[src/common/mfio_pkg.sv]
// constants, field layouts and carriers for the multifunction io register bank
// assumes an 8-bit host port bus with a four-bit offset inside the window
package mfio_pkg;

    localparam int          ADDR_W        = 4;
    localparam int          DATA_W        = 8;
    localparam int          RES_W         = 12;
    localparam int          DIN_W         = 16;
    localparam int          GAIN_W        = 4;

    // register offsets inside the sixteen-port window
    localparam logic [3:0]  OFS_TIMER_ZERO    = 4'h0;
    localparam logic [3:0]  OFS_TIMER_ONE     = 4'h1;
    localparam logic [3:0]  OFS_TIMER_TWO     = 4'h2;
    localparam logic [3:0]  OFS_TIMER_CTRL    = 4'h3;
    localparam logic [3:0]  OFS_RES_LOW       = 4'h4;
    localparam logic [3:0]  OFS_RES_HIGH      = 4'h5;
    localparam logic [3:0]  OFS_DAC1_LOW      = 4'h6;
    localparam logic [3:0]  OFS_DAC1_HIGH     = 4'h7;
    localparam logic [3:0]  OFS_INT_CLEAR     = 4'h8;
    localparam logic [3:0]  OFS_GAIN          = 4'h9;
    localparam logic [3:0]  OFS_CHANNEL       = 4'hA;
    localparam logic [3:0]  OFS_MODE          = 4'hB;
    localparam logic [3:0]  OFS_TRIGGER       = 4'hC;
    localparam logic [3:0]  OFS_DOUT_LOW      = 4'hD;
    localparam logic [3:0]  OFS_DOUT_HIGH     = 4'hE;
    localparam logic [3:0]  OFS_UNUSED        = 4'hF;

    // field positions
    localparam int          BUSY_BIT      = 4;
    localparam int          MODE_W        = 3;
    localparam int          CHAN_W        = 4;

    // reset values, interrupt mode code and reserved read value
    localparam logic [7:0]  RST_BYTE      = 8'h00;
    localparam logic [11:0] RST_DAC       = 12'h000;
    localparam logic [3:0]  RST_GAIN      = 4'h0;
    localparam logic [2:0]  RST_MODE      = 3'h0;
    localparam logic [2:0]  MODE_INTERRUPT = 3'h6;
    localparam logic [7:0]  RD_RESERVED   = 8'h00;

    // gain code fields: bit 3 picks the half-gain family, bit 2 unipolar
    localparam int          GAIN_UNI_BIT  = 2;
    localparam int          GAIN_HALF_BIT = 3;

    // gain settling times the host must wait (microseconds)
    localparam int          SETTLE_MIN_US = 23;
    localparam int          SETTLE_MAX_US = 1300;

    typedef enum logic {LOW_GAIN_VARIANT, HIGH_GAIN_VARIANT} variant_e;

    typedef struct packed {
        logic              bipolar_range;
        logic              unipolar_range;
        logic [1:0]        gain_step;
        logic              half_family;
        logic              code_valid;
    } gain_sel_s;

    typedef struct packed {
        logic              rd;
        logic              wr;
        logic [3:0]        ofs;
        logic [7:0]        data;
    } host_cycle_s;

endpackage

[src/mfio_register_bank.sv]
// host-facing register bank of a multifunction acquisition board
// assumes host strobes and address come from pins (synchronised here) and
// converter status and digital inputs are external pins as well
//
// Function
// - decode exactly sixteen ports from base; offset F reserved both ways
// - offsets 0..2 pass to timer counters; 3 writes control word only
// - read offset 4 returns result bits 7..0
// - read offset 5 gives result 11..8, busy on bit 4, zeros above
// - busy reads one during conversion, zero once result ready
// - writes at 4 and 5 load first dac low byte then nibble
// - writes at 6 and 7 load second dac the same way
// - dacs double buffered; nibble write moves staged byte into output
// - reads at 6 and 7 return sixteen digital input levels
// - interrupt mode sets status bit on each conversion end, requests irq
// - any write at 8 clears status unless a completion sets it that same cycle; next completion sets it again
// - write at 9 stores four-bit gain code from bits 3..0
// - low-gain variant maps codes to bipolar or unipolar gains 1..8, 0.5
// - high-gain variant maps codes to gains 1..1000 and 0.5..500
// - writes A..E go to mux, mode, trigger, output low, output high
// - any write at C pulses the converter trigger and sets busy
`timescale 1ns/10ps

module mfio_register_bank
    import mfio_pkg::*;
#(
    parameter variant_e VARIANT = LOW_GAIN_VARIANT
) (
    input  wire logic              clk,
    input  wire logic              reset_n,
    input  wire logic              clk_en,
    input  wire logic              port_select_n,
    input  wire logic [ADDR_W-1:0] port_offset,
    input  wire logic              io_read_n,
    input  wire logic              io_write_n,
    input  wire logic [DATA_W-1:0] host_data_in,
    output logic      [DATA_W-1:0] host_data_out,
    output logic                   host_data_oe,
    input  wire logic [DATA_W-1:0] timer_data_in,
    output logic      [DATA_W-1:0] timer_data_out,
    output logic                   timer_data_oe,
    output logic      [1:0]        timer_addr,
    output logic                   timer_rd_n,
    output logic                   timer_wr_n,
    input  wire logic [RES_W-1:0]  conv_result,
    input  wire logic              conv_done,
    input  wire logic              pacer_trigger,
    output logic                   conv_trigger,
    output logic                   conv_busy,
    output logic                   irq_request,
    input  wire logic [DIN_W-1:0]  digital_input_word,
    output logic      [DIN_W-1:0]  digital_output_word,
    output logic      [RES_W-1:0]  dac_first_out,
    output logic      [RES_W-1:0]  dac_second_out,
    output logic      [GAIN_W-1:0] gain_code_bits,
    output gain_sel_s              gain_select,
    output logic      [CHAN_W-1:0] channel_select,
    output logic      [MODE_W-1:0] conversion_mode
);

    // pin synchronisers; first stage feeds only the second
    host_cycle_s       host_s1_reg;
    host_cycle_s       host_s2_reg;
    logic              sel_s1_reg;
    logic              sel_s2_reg;
    logic [RES_W-1:0]  res_s1_reg;
    logic [RES_W-1:0]  res_s2_reg;
    logic [2:0]        done_s_reg;
    logic [2:0]        pacer_s_reg;
    logic [DIN_W-1:0]  din_s1_reg;
    logic [DIN_W-1:0]  din_s2_reg;
    logic [DATA_W-1:0] tdat_s1_reg;
    logic [DATA_W-1:0] tdat_s2_reg;
    logic              rd_prev_reg;
    logic              wr_prev_reg;

    logic              rd_start;
    logic              wr_start;
    logic              rd_active;
    logic              wr_done;
    logic              done_rise;
    logic              pacer_rise;
    logic              sw_trigger;

    logic [7:0]        dac_first_stage_reg;
    logic [7:0]        dac_second_stage_reg;
    logic              int_status_reg;
    logic [7:0]        rd_mux;

    always_ff @(posedge clk or negedge reset_n) begin
        if (!reset_n) begin
            host_s1_reg <= '0;
            host_s2_reg <= '0;
            sel_s1_reg  <= 1'b0;
            sel_s2_reg  <= 1'b0;
            res_s1_reg  <= RST_DAC;
            res_s2_reg  <= RST_DAC;
            done_s_reg  <= RST_MODE;
            pacer_s_reg <= RST_MODE;
            din_s1_reg  <= '0;
            din_s2_reg  <= '0;
            tdat_s1_reg <= RST_BYTE;
            tdat_s2_reg <= RST_BYTE;
            rd_prev_reg <= 1'b0;
            wr_prev_reg <= 1'b0;
        end else if (clk_en) begin
            host_s1_reg <= '{rd: ~io_read_n, wr: ~io_write_n,
                             ofs: port_offset, data: host_data_in};
            host_s2_reg <= host_s1_reg;
            sel_s1_reg  <= ~port_select_n;
            sel_s2_reg  <= sel_s1_reg;
            res_s1_reg  <= conv_result;
            res_s2_reg  <= res_s1_reg;
            done_s_reg  <= {done_s_reg[1:0], conv_done};
            pacer_s_reg <= {pacer_s_reg[1:0], pacer_trigger};
            din_s1_reg  <= digital_input_word;
            din_s2_reg  <= din_s1_reg;
            tdat_s1_reg <= timer_data_in;
            tdat_s2_reg <= tdat_s1_reg;
            rd_prev_reg <= host_s2_reg.rd & sel_s2_reg;
            wr_prev_reg <= host_s2_reg.wr & sel_s2_reg;
        end
    end

    assign rd_active  = host_s2_reg.rd & sel_s2_reg;
    assign rd_start   = rd_active & ~rd_prev_reg;
    assign wr_start   = host_s2_reg.wr & sel_s2_reg & ~wr_prev_reg;
    // writes act on the trailing edge so data has settled on the bus
    assign wr_done    = wr_prev_reg & ~(host_s2_reg.wr & sel_s2_reg);
    assign done_rise  = done_s_reg[1] & ~done_s_reg[2];
    assign pacer_rise = pacer_s_reg[1] & ~pacer_s_reg[2];

    // write data and offset resampled every strobe cycle; last sample is used at strobe end
    host_cycle_s wr_hold_reg;
    always_ff @(posedge clk or negedge reset_n) begin
        if (!reset_n) begin
            wr_hold_reg <= '0;
        end else if (clk_en && (wr_start || wr_prev_reg)) begin
            wr_hold_reg <= host_s2_reg;
        end
    end

    // software trigger on write at offset C
    assign sw_trigger = wr_done && wr_hold_reg.ofs == OFS_TRIGGER;

    always_comb begin
        unique case (host_s2_reg.ofs)
            OFS_TIMER_ZERO, OFS_TIMER_ONE, OFS_TIMER_TWO:
                rd_mux = tdat_s2_reg;
            OFS_RES_LOW:
                rd_mux = res_s2_reg[7:0];
            OFS_RES_HIGH:
                rd_mux = {3'h0, conv_busy, res_s2_reg[11:8]};
            OFS_DAC1_LOW:
                rd_mux = din_s2_reg[7:0];
            OFS_DAC1_HIGH:
                rd_mux = din_s2_reg[15:8];
            default:
                rd_mux = RD_RESERVED;
        endcase
    end

    always_ff @(posedge clk or negedge reset_n) begin
        if (!reset_n) begin
            host_data_out <= RST_BYTE;
            host_data_oe  <= 1'b0;
        end else if (clk_en) begin
            host_data_oe <= rd_active;
            if (rd_active) begin
                host_data_out <= rd_mux;
            end
        end
    end

    // timer strobes for offsets 0..3, read at 3 not passed
    always_ff @(posedge clk or negedge reset_n) begin
        if (!reset_n) begin
            timer_addr     <= 2'h0;
            timer_rd_n     <= 1'b1;
            timer_wr_n     <= 1'b1;
            timer_data_out <= RST_BYTE;
            timer_data_oe  <= 1'b0;
        end else if (clk_en) begin
            timer_addr     <= host_s2_reg.ofs[1:0];
            timer_rd_n     <= ~(rd_active && host_s2_reg.ofs < OFS_TIMER_CTRL);
            timer_wr_n     <= ~(host_s2_reg.wr && sel_s2_reg &&
                                host_s2_reg.ofs <= OFS_TIMER_CTRL);
            timer_data_out <= host_s2_reg.data;
            timer_data_oe  <= host_s2_reg.wr && sel_s2_reg &&
                              host_s2_reg.ofs <= OFS_TIMER_CTRL;
        end
    end

    // first dac, second dac, double buffering, reset zero
    always_ff @(posedge clk or negedge reset_n) begin
        if (!reset_n) begin
            dac_first_stage_reg  <= RST_BYTE;
            dac_second_stage_reg <= RST_BYTE;
            dac_first_out        <= RST_DAC;
            dac_second_out       <= RST_DAC;
        end else if (clk_en && wr_done) begin
            unique case (wr_hold_reg.ofs)
                OFS_RES_LOW:   dac_first_stage_reg <= wr_hold_reg.data;
                OFS_RES_HIGH:  dac_first_out <=
                    {wr_hold_reg.data[3:0], dac_first_stage_reg};
                OFS_DAC1_LOW:  dac_second_stage_reg <= wr_hold_reg.data;
                OFS_DAC1_HIGH: dac_second_out <=
                    {wr_hold_reg.data[3:0], dac_second_stage_reg};
                default: ;
            endcase
        end
    end

    // gain code, mux, mode and digital outputs
    always_ff @(posedge clk or negedge reset_n) begin
        if (!reset_n) begin
            gain_code_bits      <= RST_GAIN;
            channel_select      <= RST_GAIN;
            conversion_mode     <= RST_MODE;
            digital_output_word <= '0;
        end else if (clk_en && wr_done) begin
            unique case (wr_hold_reg.ofs)
                OFS_GAIN:      gain_code_bits <= wr_hold_reg.data[3:0];
                OFS_CHANNEL:   channel_select <= wr_hold_reg.data[3:0];
                OFS_MODE:      conversion_mode <= wr_hold_reg.data[2:0];
                OFS_DOUT_LOW:  digital_output_word[7:0] <= wr_hold_reg.data;
                OFS_DOUT_HIGH: digital_output_word[15:8] <= wr_hold_reg.data;
                default: ;
            endcase
        end
    end

    always_ff @(posedge clk or negedge reset_n) begin
        if (!reset_n) begin
            gain_select <= '0;
        end else if (clk_en) begin
            gain_select.unipolar_range <= gain_code_bits[GAIN_UNI_BIT] &
                                          ~gain_code_bits[GAIN_HALF_BIT];
            gain_select.bipolar_range  <= ~gain_code_bits[GAIN_UNI_BIT] |
                                          gain_code_bits[GAIN_HALF_BIT];
            gain_select.gain_step      <= gain_code_bits[1:0];
            gain_select.half_family    <= gain_code_bits[GAIN_HALF_BIT];
            if (VARIANT == LOW_GAIN_VARIANT) begin
                gain_select.code_valid <= ~gain_code_bits[GAIN_HALF_BIT] ||
                                          gain_code_bits == 4'h8;
            end else begin
                gain_select.code_valid <= ~(gain_code_bits[GAIN_HALF_BIT] &
                                            gain_code_bits[GAIN_UNI_BIT]);
            end
        end
    end

    // trigger pulse and busy until completion
    always_ff @(posedge clk or negedge reset_n) begin
        if (!reset_n) begin
            conv_trigger <= 1'b0;
            conv_busy    <= 1'b0;
        end else if (clk_en) begin
            conv_trigger <= sw_trigger | pacer_rise;
            if (sw_trigger || pacer_rise) begin
                conv_busy <= 1'b1;
            end else if (done_rise) begin
                conv_busy <= 1'b0;
            end
        end
    end

    // status set in interrupt mode, write at 8 clears, set wins
    always_ff @(posedge clk or negedge reset_n) begin
        if (!reset_n) begin
            int_status_reg <= 1'b0;
            irq_request    <= 1'b0;
        end else if (clk_en) begin
            if (done_rise && conversion_mode == MODE_INTERRUPT) begin
                int_status_reg <= 1'b1;
            end else if (wr_done && wr_hold_reg.ofs == OFS_INT_CLEAR) begin
                int_status_reg <= 1'b0;
            end
            irq_request <= int_status_reg;
        end
    end

endmodule

[config.mk]
export PLATFORM = sky130hd
export DESIGN_NAME = mfio_register_bank
export DESIGN_NICKNAME = d
export VERILOG_FILES = /design/src/common/mfio_pkg.sv /design/src/mfio_register_bank.sv
export SDC_FILE = /design/constraint.sdc
export NUM_CORES = 1
export LEC_CHECK = 0
export ABC_AREA = 1
export BUFFER_PORTS_ARGS = -buffer_cell sky130_fd_sc_hd__buf_2
export CAP_MARGIN = 15
export CORE_ASPECT_RATIO = 0.75
export CORE_MARGIN = 2
export CORE_UTILIZATION = 51
export DETAILED_ROUTE_END_ITERATION = 6
export HOLD_SLACK_MARGIN = 0.05
export PLACE_DENSITY = 0.81
export REMOVE_ABC_BUFFERS = 1
export SLEW_MARGIN = 0
export SYNTH_ARGS = -nofsm -noshare
export SYNTH_HDL_FRONTEND = slang
export SYNTH_SLANG_ARGS = --single-unit
[constraint.sdc]
create_clock -name clk -period 1.3 [get_ports clk]
set_clock_uncertainty 0.05 [all_clocks]
set_input_delay 0.13 -clock clk [delete_from_list [all_inputs] [get_ports clk]]
set_output_delay 0.13 -clock clk [all_outputs]
set_load 0.01 [all_outputs]
* Word-level counts from Yosys, hierarchy flattened
Cells that the tools add are included.
** Word-level totals
- Bits in registers :: 220
- Input port bits :: 56
- Output and inout port bits :: 82
- Logic and storage cells :: 119
** Operators by class
- Order comparisons :: 2
- Equality and inequality tests :: 19
- Mux-type cells :: 5
- Bitwise logic cells :: 20
- Reductions and logical operators :: 27
** Operators by type and width (number)
- 8-bit one-hot mux with 5 select lines :: 1
- 4-bit by 3-bit == test with 1-bit output (second input constant) :: 8
- 4-bit == test (second input constant) :: 8
- 2-bit AND reduction :: 12
- 1-bit inverter :: 11
- 1-bit logical AND :: 8
- 1-bit bitwise AND :: 7
- 4-bit by 1-bit == test with 1-bit output (second input constant) :: 1
- 4-bit by 2-bit == test with 1-bit output (second input constant) :: 1
- 4-bit by 2-bit <= comparator with 1-bit output (second input constant) :: 1
- 4-bit logical NOT :: 1
- 4-bit by 2-bit less-than comparator with 1-bit output (second input constant) :: 1
- 1-bit 2-to-1 mux :: 4
- 2-bit nonzero test :: 2
- 3-bit == test (second input constant) :: 1
- 1-bit logical OR :: 3
- 3-bit OR reduction :: 1
- 1-bit OR :: 2

* Logic depth before layout (Yosys ltp)
Gate-level depths: netlist (run 1).
- Depth in word-level cells :: 7
- Mapped depth :: 7
- Depth with buffers taken out :: 7

* Least setup slack after synthesis (run 1)
Ideal clock, no wire load.
- Path kind :: flip-flop to flip-flop
- Start :: register sel_s2_reg
- End :: register digital_output_word[13]
- Library setup time :: 0.131 ns
- Data arrival time :: 1.242 ns
- Data required time :: 1.119 ns
- Path slack :: -0.123 ns
- Cell stages (with the launch flop) :: 8
- Path buffers :: 1
- Clock period less this slack :: 1.423 ns
- Cells stage by stage :: dfrtp_1 -> nand2_1 -> inv_1 -> nor2_4 -> nand4_1 -> clkbuf_1 -> nand2_1 -> o21ai_0
** Between the ends
- Longest elaborated chain between the ends :: 5
** RTL lines
- start: declaration :: RTL line mfio_register_bank.sv:65 : logic sel_s2_reg;
- start signal: assignment :: RTL line mfio_register_bank.sv:111 : sel_s2_reg <= sel_s1_reg;
- 1-bit bitwise AND :: RTL line mfio_register_bank.sv:129 : assign wr_done = wr_prev_reg & ~(host_s2_reg.wr & sel_s2_reg);
- 1-bit inverter :: RTL line mfio_register_bank.sv:129
- 1-bit bitwise AND :: RTL line mfio_register_bank.sv:129
- 1-bit logical AND :: RTL line mfio_register_bank.sv:221 : end else if (clk_en && wr_done) begin
- 2-bit AND reduction (no source line)
- end signal: assignment :: RTL line mfio_register_bank.sv:227 : OFS_DOUT_HIGH: digital_output_word[15:8] <= wr_hold_reg.data;
- end: declaration :: RTL line mfio_register_bank.sv:52 : output logic [DIN_W-1:0] digital_output_word,
No other way between the ends.
A chain may end at the register's enable or synchronous reset.

* Worst setup path in the final report (run 1)
- Start :: register sel_s2_reg
- End :: register conversion_mode[2]
** Between the ends
- Longest elaborated chain between the ends :: 5
** RTL lines
- 1-bit bitwise AND :: RTL line mfio_register_bank.sv:129
- 1-bit inverter :: RTL line mfio_register_bank.sv:129
- 1-bit bitwise AND :: RTL line mfio_register_bank.sv:129
- 1-bit logical AND :: RTL line mfio_register_bank.sv:221
- 2-bit AND reduction (no source line)
- end signal: assignment :: RTL line mfio_register_bank.sv:225 : OFS_MODE: conversion_mode <= wr_hold_reg.data[2:0];
- end: declaration :: RTL line mfio_register_bank.sv:58 : output logic [MODE_W-1:0] conversion_mode
No other way between the ends.

==> reports/metrics.yaml, run 1 <==
logic_synthesis:
  ys_warn_count: 0
  synthMuxAreaShare_pct: 0
  synth_cell_types: 25
  synth_top_family_by_area: "simple AND/OR/NAND/NOR gates"
  synth-simple-area-share_pct: 23.8
  synth_compound_area_share_pct: 7.52
  synth_fa_ha_area_share_pct: 0
  synth.ff_latch_count: 220
  synth-seq-area-share_pct: 64.6
  synth.cell_area_sq_um: 8520
  synthXorXnorAreaFrac_pct: 0
  avgSynthCellArea_sq_um: 9.11
  postSynthCellCount: 935
critical_path:
  cp-end-kind: "flip-flop"
  timing.critical_path.from: "sel_s2_reg$_DFFE_PN0P_"
  crit_required_ps: 1600
  slowest_stage: "dfrtp_1"
  cp-start-kind: "flip-flop"
  rr_startpoint: "sel_s2_reg$_DFFE_PN0P_"
  max_stage_delay_ps: 390
  worstPathCellList: "nand2_1, inv_2, nor2_4, buf_6, buf_12, nand4_1, nand2_1, o21ai_1"
  path_max_fanout: 6
  r2r_setup_slack_ps: -180
  r2r-end: "conversion_mode[2]$_DFFE_PN0P_"
  crit_family: "simple AND/OR/NAND/NOR gates"
  reg2regPathDepth: 8
  crit_top_cell: "nand2_1"
  cp.depth: 8
  worstSetupPathType: "reg2reg"
  crit_end: "conversion_mode[2]$_DFFE_PN0P_"
  critPathArrivalTime_ps: 1780
  path_buf_inv: 3
min_path:
  min_path_type: "in2async"
timing:
  max_slew_margin_pct: 71.7
  drv_slew: 0
  timing.fmax_mhz: 674
  whs_ps: 95.1
  setup-tns-final_ps: -6510
  rsz0062_at_grt: "true"
  finalCritPeriodShare_pct: 114
  setup_viol: 70
  tightest_slew_ps: 425
  finalHoldViolCount: 0
  period_needed_ps: 1480
  fin_ws_ps: -185
place:
  preCtsSetupSlack_ps: -168
  place_area_sq_um: 9840
  gp_congestion: 0.833
  place_inst: 1293
  portBuffers: 137
  post-dp-hpwl_microns: 13300
clocking:
  clk_latency_ps: 480
  cts_buffers: 21
  clkSlewWorstSetupHoldPaths_ps: 60
  cts_tree: "yes"
  htree_levels: 1
  cts.path.max_buffers: 3
  cts.sinks: 220
  cts_root_buf: "clkbuf_16"
floorplanning:
  dieArea_sq_um: 17800
  start_util_pct: 52.7
  fp.dieH_microns: 116
  num_rows: 40
  ios: 138
  die_w_microns: 153
  core_area_sq_um: 16200
power:
  fin_total_pwr_mw: 16.9
  p_per_area_nw_per_um2: 1450
  p_leak_nw: 6.18
  irDropWorstVdd_mv: 0.901
routing:
  wirelength_microns: 22800
  routedWlPerCell_microns: 16.2
  drc: 0
  routed_via_density: 5.25
  vias: 7371
  drt_iter0_drc: 595
  postRouteAntennaNets: 0
  first_pass_iters: 5
job:
  cap_viol_max_count: 0
status:
  status: "finished, violations left"
  violations: "negative setup slack"
cells_and_area:
  finalCoreUtilization_pct: 72.2
  fin_cells: 1405
  drive_above_1_share_pct: 26.5
  final_nets: 1240
  layout_commonest_cell: "nand2_1"
  antenna_cells: 0
  finalInstanceArea_sq_um: 11700
  final_cell_mix: "407 x nand2_1, 215 x dfrtp_1, 133 x buf_2"
  syn2layout_area_growth_pct: 36.9
grt:
  grt-ovfl-total: 0
  antenna_found_initial: 0
  grt_pass1_vias: 6953
  grt_pass1_wl_microns: 34700
  grt_max_degree: 93
  track_usage_pct: 24.1
-- routing by layer --
metal / GRT usage [%] / part of all wire [%] / up-vias
li1: - / - / 3475
met1: 34.6 / 44 / 3558
met2: 38.8 / 47 / 286
met3: 4.45 / 7.5 / 52
met4: 5.93 / 2.3 / 0
met5: 0 / 0 / -
-- how the worst min path moves through the flow --
| stage | startpoint | to | slack, ps | cells after the start |
|---|---|---|---|---|
| 2_1_floorplan | reset_n | channel_select[0]$_DFFE_PN0P_ | -220 | 0 |
| 3_3_place_gp | reset_n | gain_select[2]$_DFFE_PN0P_ | 10 | 1 |
| 3_5_place_dp | reset_n | gain_select[2]$_DFFE_PN0P_ | 10 | 1 |
| 4_1_cts | clk_en | host_s2_reg[2]$_DFFE_PN0P_ | 60 | 4 |
| 5_1_grt | reset_n | gain_select[2]$_DFFE_PN0P_ | 120 | 2 |
| 6_report | reset_n | gain_select[2]$_DFFE_PN0P_ | 100 | 2 |
-- repair_timing --
| item | 4_1_cts | 5_1_grt |
|---|---|---|
| hold buffers | 56 | 0 |
| gates cloned | 2 | 5 |
| endpoints found under the setup margin | 84 | 89 |
| setup buffers | 9 | 6 |
| pin swaps | 5 | 22 |
| gates resized for setup | 65 | 71 |
| hold endpoints to repair | 273 | 0 |
-- report_power, final --
group	total (mW)	internal (mW)	switching, mW	leakage [nW]
clock	5.87	3.44	2.43	0.320
combinational	2.85	1.16	1.69	3.02
sequential	8.17	7.62	0.551	2.84
total	16.9	12.2	4.67	6.18
-- cell families (layout without fill, tap and decap cells) --
| group | count (synthesis) | in the layout |
|---|---|---|
| AND/OR/NAND/NOR | 508 | 509 |
| flip-flops | 220 | 220 |
| buffers and inverters | 84 | 343 |
| AO/OA/AOI/OAI | 123 | 123 |
-- synth_stat cells --
| cell type | number | area (sq um) |
|---|---|---|
| a21o_1 | 2 | 15.0 |
| a21oi_1 | 2 | 10.0 |
| a31oi_1 | 1 | 6.26 |
| buf_1 | 1 | 3.75 |
| buf_2 | 11 | 55.1 |
| buf_4 | 1 | 7.51 |
| buf_6 | 1 | 11.3 |
| clkbuf_1 | 28 | 105 |
| dfrtp_1 | 218 | 5460 |
| dfstp_2 | 2 | 52.6 |
| inv_1 | 40 | 150 |
| inv_2 | 2 | 7.51 |
| nand2_1 | 426 | 1600 |
| nand2_2 | 2 | 12.5 |
| nand3_1 | 52 | 260 |
| nand4_1 | 7 | 43.8 |
| nor2_1 | 15 | 56.3 |
| nor2_4 | 1 | 11.3 |
| nor3_1 | 3 | 15.0 |
| nor3_4 | 2 | 32.5 |
| o211ai_1 | 1 | 7.51 |
| o21ai_0 | 108 | 541 |
| o21ai_1 | 3 | 15.0 |
| o21bai_1 | 5 | 37.5 |
| o221ai_1 | 1 | 8.76 |
-- cell type report --
cell class	count	area, sq um
clock buffer	32	617
clock inverter	2	35.0
fill	1131	4500
inverter	42	160
multi-input combinational	632	2990
sequential	220	5510
tap	210	263
timing repair buffer	267	2090
No activity file was read; power rests on OpenSTA's default activity.
==> inputs of run 2 (changes only) <==
- ABC_AREA: 1 -> 0
==> reports/metrics.yaml, run 2 <==
status:
  status: "finished, violations left"
  violations: "negative setup slack"
timing:
  tightest_slew_ps: 919  # +494 ps
  period_needed_ps: 1780  # +291 ps
  max_slew_margin_pct: 38.7  # -33 points
  setup_viol: 94  # +34%
  setup-tns-final_ps: -31130  # -24620 ps
  drv_slew: 0  # unchanged
  rsz0062_at_grt: "true"
  finalCritPeriodShare_pct: 137  # +22 points
  timing.fmax_mhz: 563  # -16%
  finalHoldViolCount: 0  # unchanged
  fin_ws_ps: -475  # -291 ps
logic_synthesis:
  synth_area_leaders: "dfrtp_1 62%, mux2_2 26%, nor4_4 1.7%"
  synth_most_common_cell: "dfrtp_1"
  ys_top_cells_by_count: "218 x dfrtp_1, 199 x mux2_2, 16 x nand2_1"
  synth_top_area_share_pct: 62.4  # -1.7 points
  synth_flop_cell: "dfrtp_1"
  postSynthCellCount: 561  # -40%
  synth.cell_area_sq_um: 8750  # +2.7%
  synth.ff_latch_count: 220  # unchanged
  synth_top_cell_by_area: "dfrtp_1"
  async_reset_ff_share_pct: 100  # unchanged
  synth_cell_types: 41  # +64%
  ys_warn_count: 0  # unchanged
  avgSynthCellArea_sq_um: 15.6  # +71%
  synth_edf_count: 0  # unchanged
  synth-seq-area-share_pct: 63.0  # -1.7 points
grt:
  top_usage_layer: "met2"
  grt_max_degree: 75  # -19%
  track_usage_pct: 22.5  # -1.7 points
  grtUsageMet3_pct: 4.21  # -0.24 points
  antenna_found_initial: 2  # +2
  grtUsageMet2_pct: 35.7  # -3.1 points
  grt_pass1_vias: 6100  # -12%
  grt_pass1_wl_microns: 32800  # -5.3%
  grt-ovfl-total: 0  # unchanged
  use_met1_pct: 31.6  # -3.1 points
job:
  cap_viol_max_count: 0  # unchanged
routing:
  wirelength_microns: 20700  # -9.4%
  routedWlPerCell_microns: 19.8  # +22%
  drc: 0  # unchanged
  drt_iter0_drc: 304  # -49%
  first_pass_iters: 4  # -1
  vias: 5560  # -25%
  routed_via_density: 5.33  # +1.6%
  postRouteAntennaNets: 0  # unchanged
clocking:
  clk_latency_ps: 500  # +20 ps
  cts_buffers: 22  # +4.8%
  cts.sinks: 220  # unchanged
  cts_root_buf: "clkbuf_16"
  cts_tree: "yes"
  htree_levels: 1  # unchanged
  clkSlewWorstSetupHoldPaths_ps: 60  # about the same
  cts.path.max_buffers: 3  # unchanged
power:
  p_leak_nw: 5.69  # -7.9%
  irDropWorstVdd_mv: 1.09  # +21%
  fin_total_pwr_mw: 21.0  # +25%
  p_per_area_nw_per_um2: 1750  # +21%
floorplanning:
  start_util_pct: 52.0  # -0.72 points
  fp.dieH_microns: 117  # +1.3%
  dieArea_sq_um: 18200  # +2.6%
  ios: 138  # unchanged
  core_area_sq_um: 16800  # +4.1%
  num_rows: 41  # +2.5%
  die_w_microns: 155  # +1.3%
min_path:
  min_path_type: "in2reg"
cells_and_area:
  syn2layout_area_growth_pct: 37.7
  final_nets: 867  # -30%
  multi_input_area_sq_um: 3500  # +17%
  finalCoreUtilization_pct: 71.6  # -0.60 points
  final_cell_mix: "216 x dfrtp_1, 131 x buf_2, 127 x mux2_2"
  drive_above_1_share_pct: 58.9  # +32 points
  seq_area_sq_um: 5510  # about the same
  n_fill_cell: 1056  # -6.6%
  layout_commonest_cell: "dfrtp_1"
place:
  post-dp-hpwl_microns: 12600  # -5.2%
  gp_congestion: 0.782  # -6.1%
  portBuffers: 137  # unchanged
  preCtsSetupSlack_ps: -477  # -309 ps
critical_path:
  path_max_fanout: 6  # unchanged
  cp-end-kind: "flip-flop"
  worstSetupPathType: "reg2reg"
  critPathArrivalTime_ps: 2100  # +320 ps
  crit_required_ps: 1630  # +30 ps
  cp-start-kind: "flip-flop"
run 2: cell types whose count changed after synthesis, sizes merged, moves of 4 or more:
| cell | change |
|---|---|
| nor4 | +8 |
| nand2 | -412 |
| nand3 | -41 |
| nor2 | -12 |
| inv | -33 |
| o21bai | -5 |
| o21ai | -102 |
| clkbuf | -19 |
| buf | +6 |
| a32oi | +8 |
| mux2 | +200 |
| nand4 | -7 |
| nand2b | +4 |
| nor3 | -5 |
run 2: critical path: stages (launching register included):
cell and delay (ps):
dfrtp_1 400, nand2b_4 170, buf_12 130, nor4_4 240
buf_4 180, clkbuf_16 170, mux2_4 310
run 2: layout make-up:
| class | count | share of cell area (%) |
|---|---|---|
| sequential | 220 | 45.8 |
| multi-input combinational | 303 | 29.1 |
| clock buffer | 29 | 5.38 |
| timing repair buffer | 255 | 16.5 |
| clock inverter | 11 | 0.769 |
| inverter | 9 | 0.281 |
| tap | 215 | 2.23 |
| antenna | 1 | 0.0208 |
run 2: repair_timing:
item / CTS / global route
hold buffers: 56 / 0
cloned: 0 / 1
endpoints found under the setup margin: 93 / 116
buffers inserted: 12 / 9
resized for setup: 88 / 58
pin swaps: 20 / 18
hold endpoints to repair: 273 / 0
run 2: through the flow:
step	hold slack, ps	instances	area (sq um)
4_1_cts	68.9	1036	11800
3_3_place_gp	-70.3	928	10000
5_1_grt	113	1043	12000
3_5_place_dp	-65.4	928	10000
6_report	120	1043	12000
2_1_floorplan	-216	532	8600
run 2: report_power, final:
group	total [mW]	internal [mW]	switching (mW)
logic	5.19	3.00	2.19
clock network	6.35	3.72	2.62
registers	9.50	8.29	1.21
run 2: layer usage:
| metal | vias to the layer above | routed length (microns) |
|---|---|---|
| li1 | 2532 | - |
| met2 | 136 | 9960 |
| met4 | 0 | 509 |
| met5 | - | 0 |
| met1 | 2859 | 9300 |
| met3 | 33 | 889 |
run 2: cell families after synthesis:
family                 count (synthesis)  synth area share, %
multiplexers                         206                 26.9
AO/OA/AOI/OAI                         37                 3.03
AND/OR/NAND/NOR                       60                 5.02
buffers and inverters                 38                 2.10
flip-flops                           220                 63.0
run 2: final timing paths:
kind | start | end | slack, ps | cells after the start
min | clk_en | timer_rd_n$_DFFE_PN1P_ | 120 | 4
max reg2reg | wr_hold_reg[11]$_DFFE_PN0P_ | dac_second_out[9]$_DFFE_PN0P_ | -480 | 6
min reg2reg | gain_select[5]$_DFFE_PN0P_ | gain_select[5]$_DFFE_PN0P_ | 430 | 1
min in group asynchronous | reset_n | timer_rd_n$_DFFE_PN1P_ | 150 | 2
max in group asynchronous | reset_n | res_s1_reg[3]$_DFFE_PN0P_ | 170 | 3
max | wr_hold_reg[11]$_DFFE_PN0P_ | dac_second_out[9]$_DFFE_PN0P_ | -480 | 6
==> inputs of run 3 (changes only) <==
- BUFFER_PORTS_ARGS: -buffer_cell sky130_fd_sc_hd__buf_2 -> default
- CORE_UTILIZATION: 51 -> 57
- CTS_BUF_LIST: default -> sky130_fd_sc_hd__clkbuf_4 sky130_fd_sc_hd__clkbuf_8 sky130_fd_sc_hd__clkbuf_16
- DONT_BUFFER_PORTS: default -> 1
- PLACE_DENSITY: 0.81 -> 0.8
==> reports/metrics.yaml, run 3 (synthesized netlist as in run 2, its figures left out) <==
status:
  status: "finished, violations left"
  violations: "negative hold slack, negative setup slack"
timing:
  finalCritPeriodShare_pct: 133  # -3.8 points
  rsz0062_at_grt: "true"
  setup-tns-final_ps: -30720  # +407 ps
  drv_slew: 0  # unchanged
  timing.fmax_mhz: 579  # +2.8%
  tightest_slew_ps: 420  # -498 ps
  max_slew_margin_pct: 72.0  # +33 points
  fin_ws_ps: -426  # +49.0 ps
  whs_ps: -715  # -835 ps
  period_needed_ps: 1730  # -49.0 ps
  finalHoldViolCount: 350  # +350
  setup_viol: 90  # -4.3%
grt:
  grt_pass1_vias: 5440  # -11%
  grt_pass1_wl_microns: 29600  # -9.7%
  antenna_found_initial: 0  # -2
  track_usage_pct: 22.8  # +0.29 points
  grt_max_degree: 221  # +190%
  grt-ovfl-total: 0  # unchanged
cells_and_area:
  layout_commonest_cell: "dfrtp_1"
  final_cell_mix: "215 x dfrtp_1, 136 x mux2_2, 64 x mux2_4"
  syn2layout_area_growth_pct: 26.3
  drive_above_1_share_pct: 49.4  # -9.5 points
  final_nets: 716  # -17%
  finalInstanceArea_sq_um: 11000  # -8.2%
  antenna_cells: 0  # -1
critical_path:
  crit_top_cell: "buf_12"
  rr_startpoint: "host_s2_reg[12]$_DFFE_PN0P_"
  cp-end-kind: "flip-flop"
  path_max_fanout: 12  # +6
  cp-start-kind: "flip-flop"
  reg2regPathDepth: 5  # -1
  r2r_setup_slack_ps: -430  # +50 ps
  worstPathCellList: "and2_4, buf_12, nor4_4, buf_12, mux2_2"
  max_stage_delay_ps: 380  # -20 ps
  r2r-end: "dac_second_out[4]$_DFFE_PN0P_"
  crit_required_ps: 1630  # about the same
  critPathArrivalTime_ps: 2050  # -50 ps
  slowest_stage: "dfrtp_1"
  worstSetupPathType: "reg2reg"
routing:
  top_layer_used: "met4"
  vias: 4937  # -11%
  routed_via_density: 5.60  # +5.1%
  first_pass_iters: 4  # unchanged
  wl_met2_microns: 9060  # -9.1%
  drt_iter0_drc: 290  # -4.6%
  postRouteAntennaNets: 0  # unchanged
  drc: 0  # unchanged
  met1Wirelength_microns: 8140  # -12%
  met3_length_microns: 1040  # +17%
  routedWlPerCell_microns: 21.0  # +6.2%
  wirelength_microns: 18500  # -10%
floorplanning:
  dieArea_sq_um: 16400  # -10%
  core_area_sq_um: 15100  # -10%
  start_util_pct: 57.8  # +5.8 points
  ios: 138  # unchanged
  die_w_microns: 147  # -5.3%
  fp.dieH_microns: 111  # -5.2%
  num_rows: 39  # -4.9%
clocking:
  htree_levels: 1  # unchanged
  cts.path.max_buffers: 3  # unchanged
  cts.sinks: 220  # unchanged
  cts_tree: "yes"
  cts_buffers: 22  # unchanged
  clkSlewWorstSetupHoldPaths_ps: 60  # about the same
  cts_root_buf: "clkbuf_16"
  postCtsHoldBufs: 56  # unchanged
  clk_latency_ps: 490  # about the same
job:
  cap_viol_max_count: 0  # unchanged
place:
  gp_congestion: 0.768  # -1.8%
  preCtsSetupSlack_ps: -477  # -0.697 ps
  post-dp-hpwl_microns: 11200  # -11%
  place_area_sq_um: 9170  # -8.5%
  portBuffers: 0  # -100%
min_path:
  min_path_type: "in2async"
power:
  p_leak_nw: 4.93  # -13%
  p_per_area_nw_per_um2: 1790  # +2.4%
  irDropWorstVdd_mv: 1.18  # +8.5%
-- run 3: cell count changes in the layout (fill, tap and decap cells not counted), sizes merged --
cell and delta:
inv +1, clkbuf +3, buf -151, clkinvlp -2, clkinv -2, dlygate4sd3 +1
diode -1, dlymetal6s2s -1
-- run 3: what timing repair did --
item | 4_1_cts | 5_1_grt
setup buffers | 3 | 9
cloned | 0 | 1
pin swaps | 12 | 17
gates resized for setup | 76 | 50
endpoints found under the setup margin | 90 | 95
hold endpoints to repair | 365 | 354
-- run 3: critical path, delay by kind of cell (launching register included) --
kind / cells / cell delay [ps]
buf+inv: 2 / 340
flops: 1 / 380
simple gates: 2 / 510
mux: 1 / 340
-- run 3: power by group --
| group | total [mW] | internal, mW | switching [mW] |
|---|---|---|---|
| clock | 6.36 | 3.82 | 2.54 |
| sequential | 9.96 | 8.28 | 1.68 |
| combinational | 3.45 | 2.23 | 1.21 |
| total | 19.8 | 14.3 | 5.43 |
-- run 3: worst max path at each step --
stage                                      from                                  to  slack [ps]  cells past startpoint
detailed placement   wr_hold_reg[8]$_DFFE_PN0P_  dac_first_stage_reg[6]$_DFFE_PN0P_        -480                      4
finish              host_s2_reg[12]$_DFFE_PN0P_       dac_second_out[4]$_DFFE_PN0P_        -430                      5
global route        host_s2_reg[12]$_DFFE_PN0P_       dac_first_out[10]$_DFFE_PN0P_        -490                      5
floorplan                sel_s2_reg$_DFFE_PN0P_          wr_hold_reg[0]$_DFFE_PN0P_        -820                      3
CTS                      sel_s2_reg$_DFFE_PN0P_  digital_output_word[5]$_DFFE_PN0P_        -420                      5
global placement     wr_hold_reg[8]$_DFFE_PN0P_  dac_first_stage_reg[5]$_DFFE_PN0P_        -440                      4
-- run 3: cell type report --
type                            count  area (sq um)
Clock buffer                       32           674
Clock inverter                      8          71.3
Fill cell                         966          4080
Inverter                            9          33.8
Multi-Input combinational cell    303          3450
Sequential cell                   220          5510
Tap cell                          205           256
Timing Repair Buffer              104          1050
-- run 3: per-layer routing --
layer / vias up / GRT usage [%]
met3: 23 / 5.47
met1: 2582 / 31.9
met2: 117 / 36.6
met4: 0 / 5.19
li1: 2215 / -
met5: - / 0
-- run 3: through the flow --
stage	total power, mW	utilization, %	hold slack (ps)	cells
floorplan	11.3	-	-216	532
global placement	12.2	60.6	-212	774
detailed placement	12.5	60.6	-212	774
CTS	19.6	71.3	-742	873
global route	20.7	73.0	-748	881
finish	19.8	73.0	-715	881
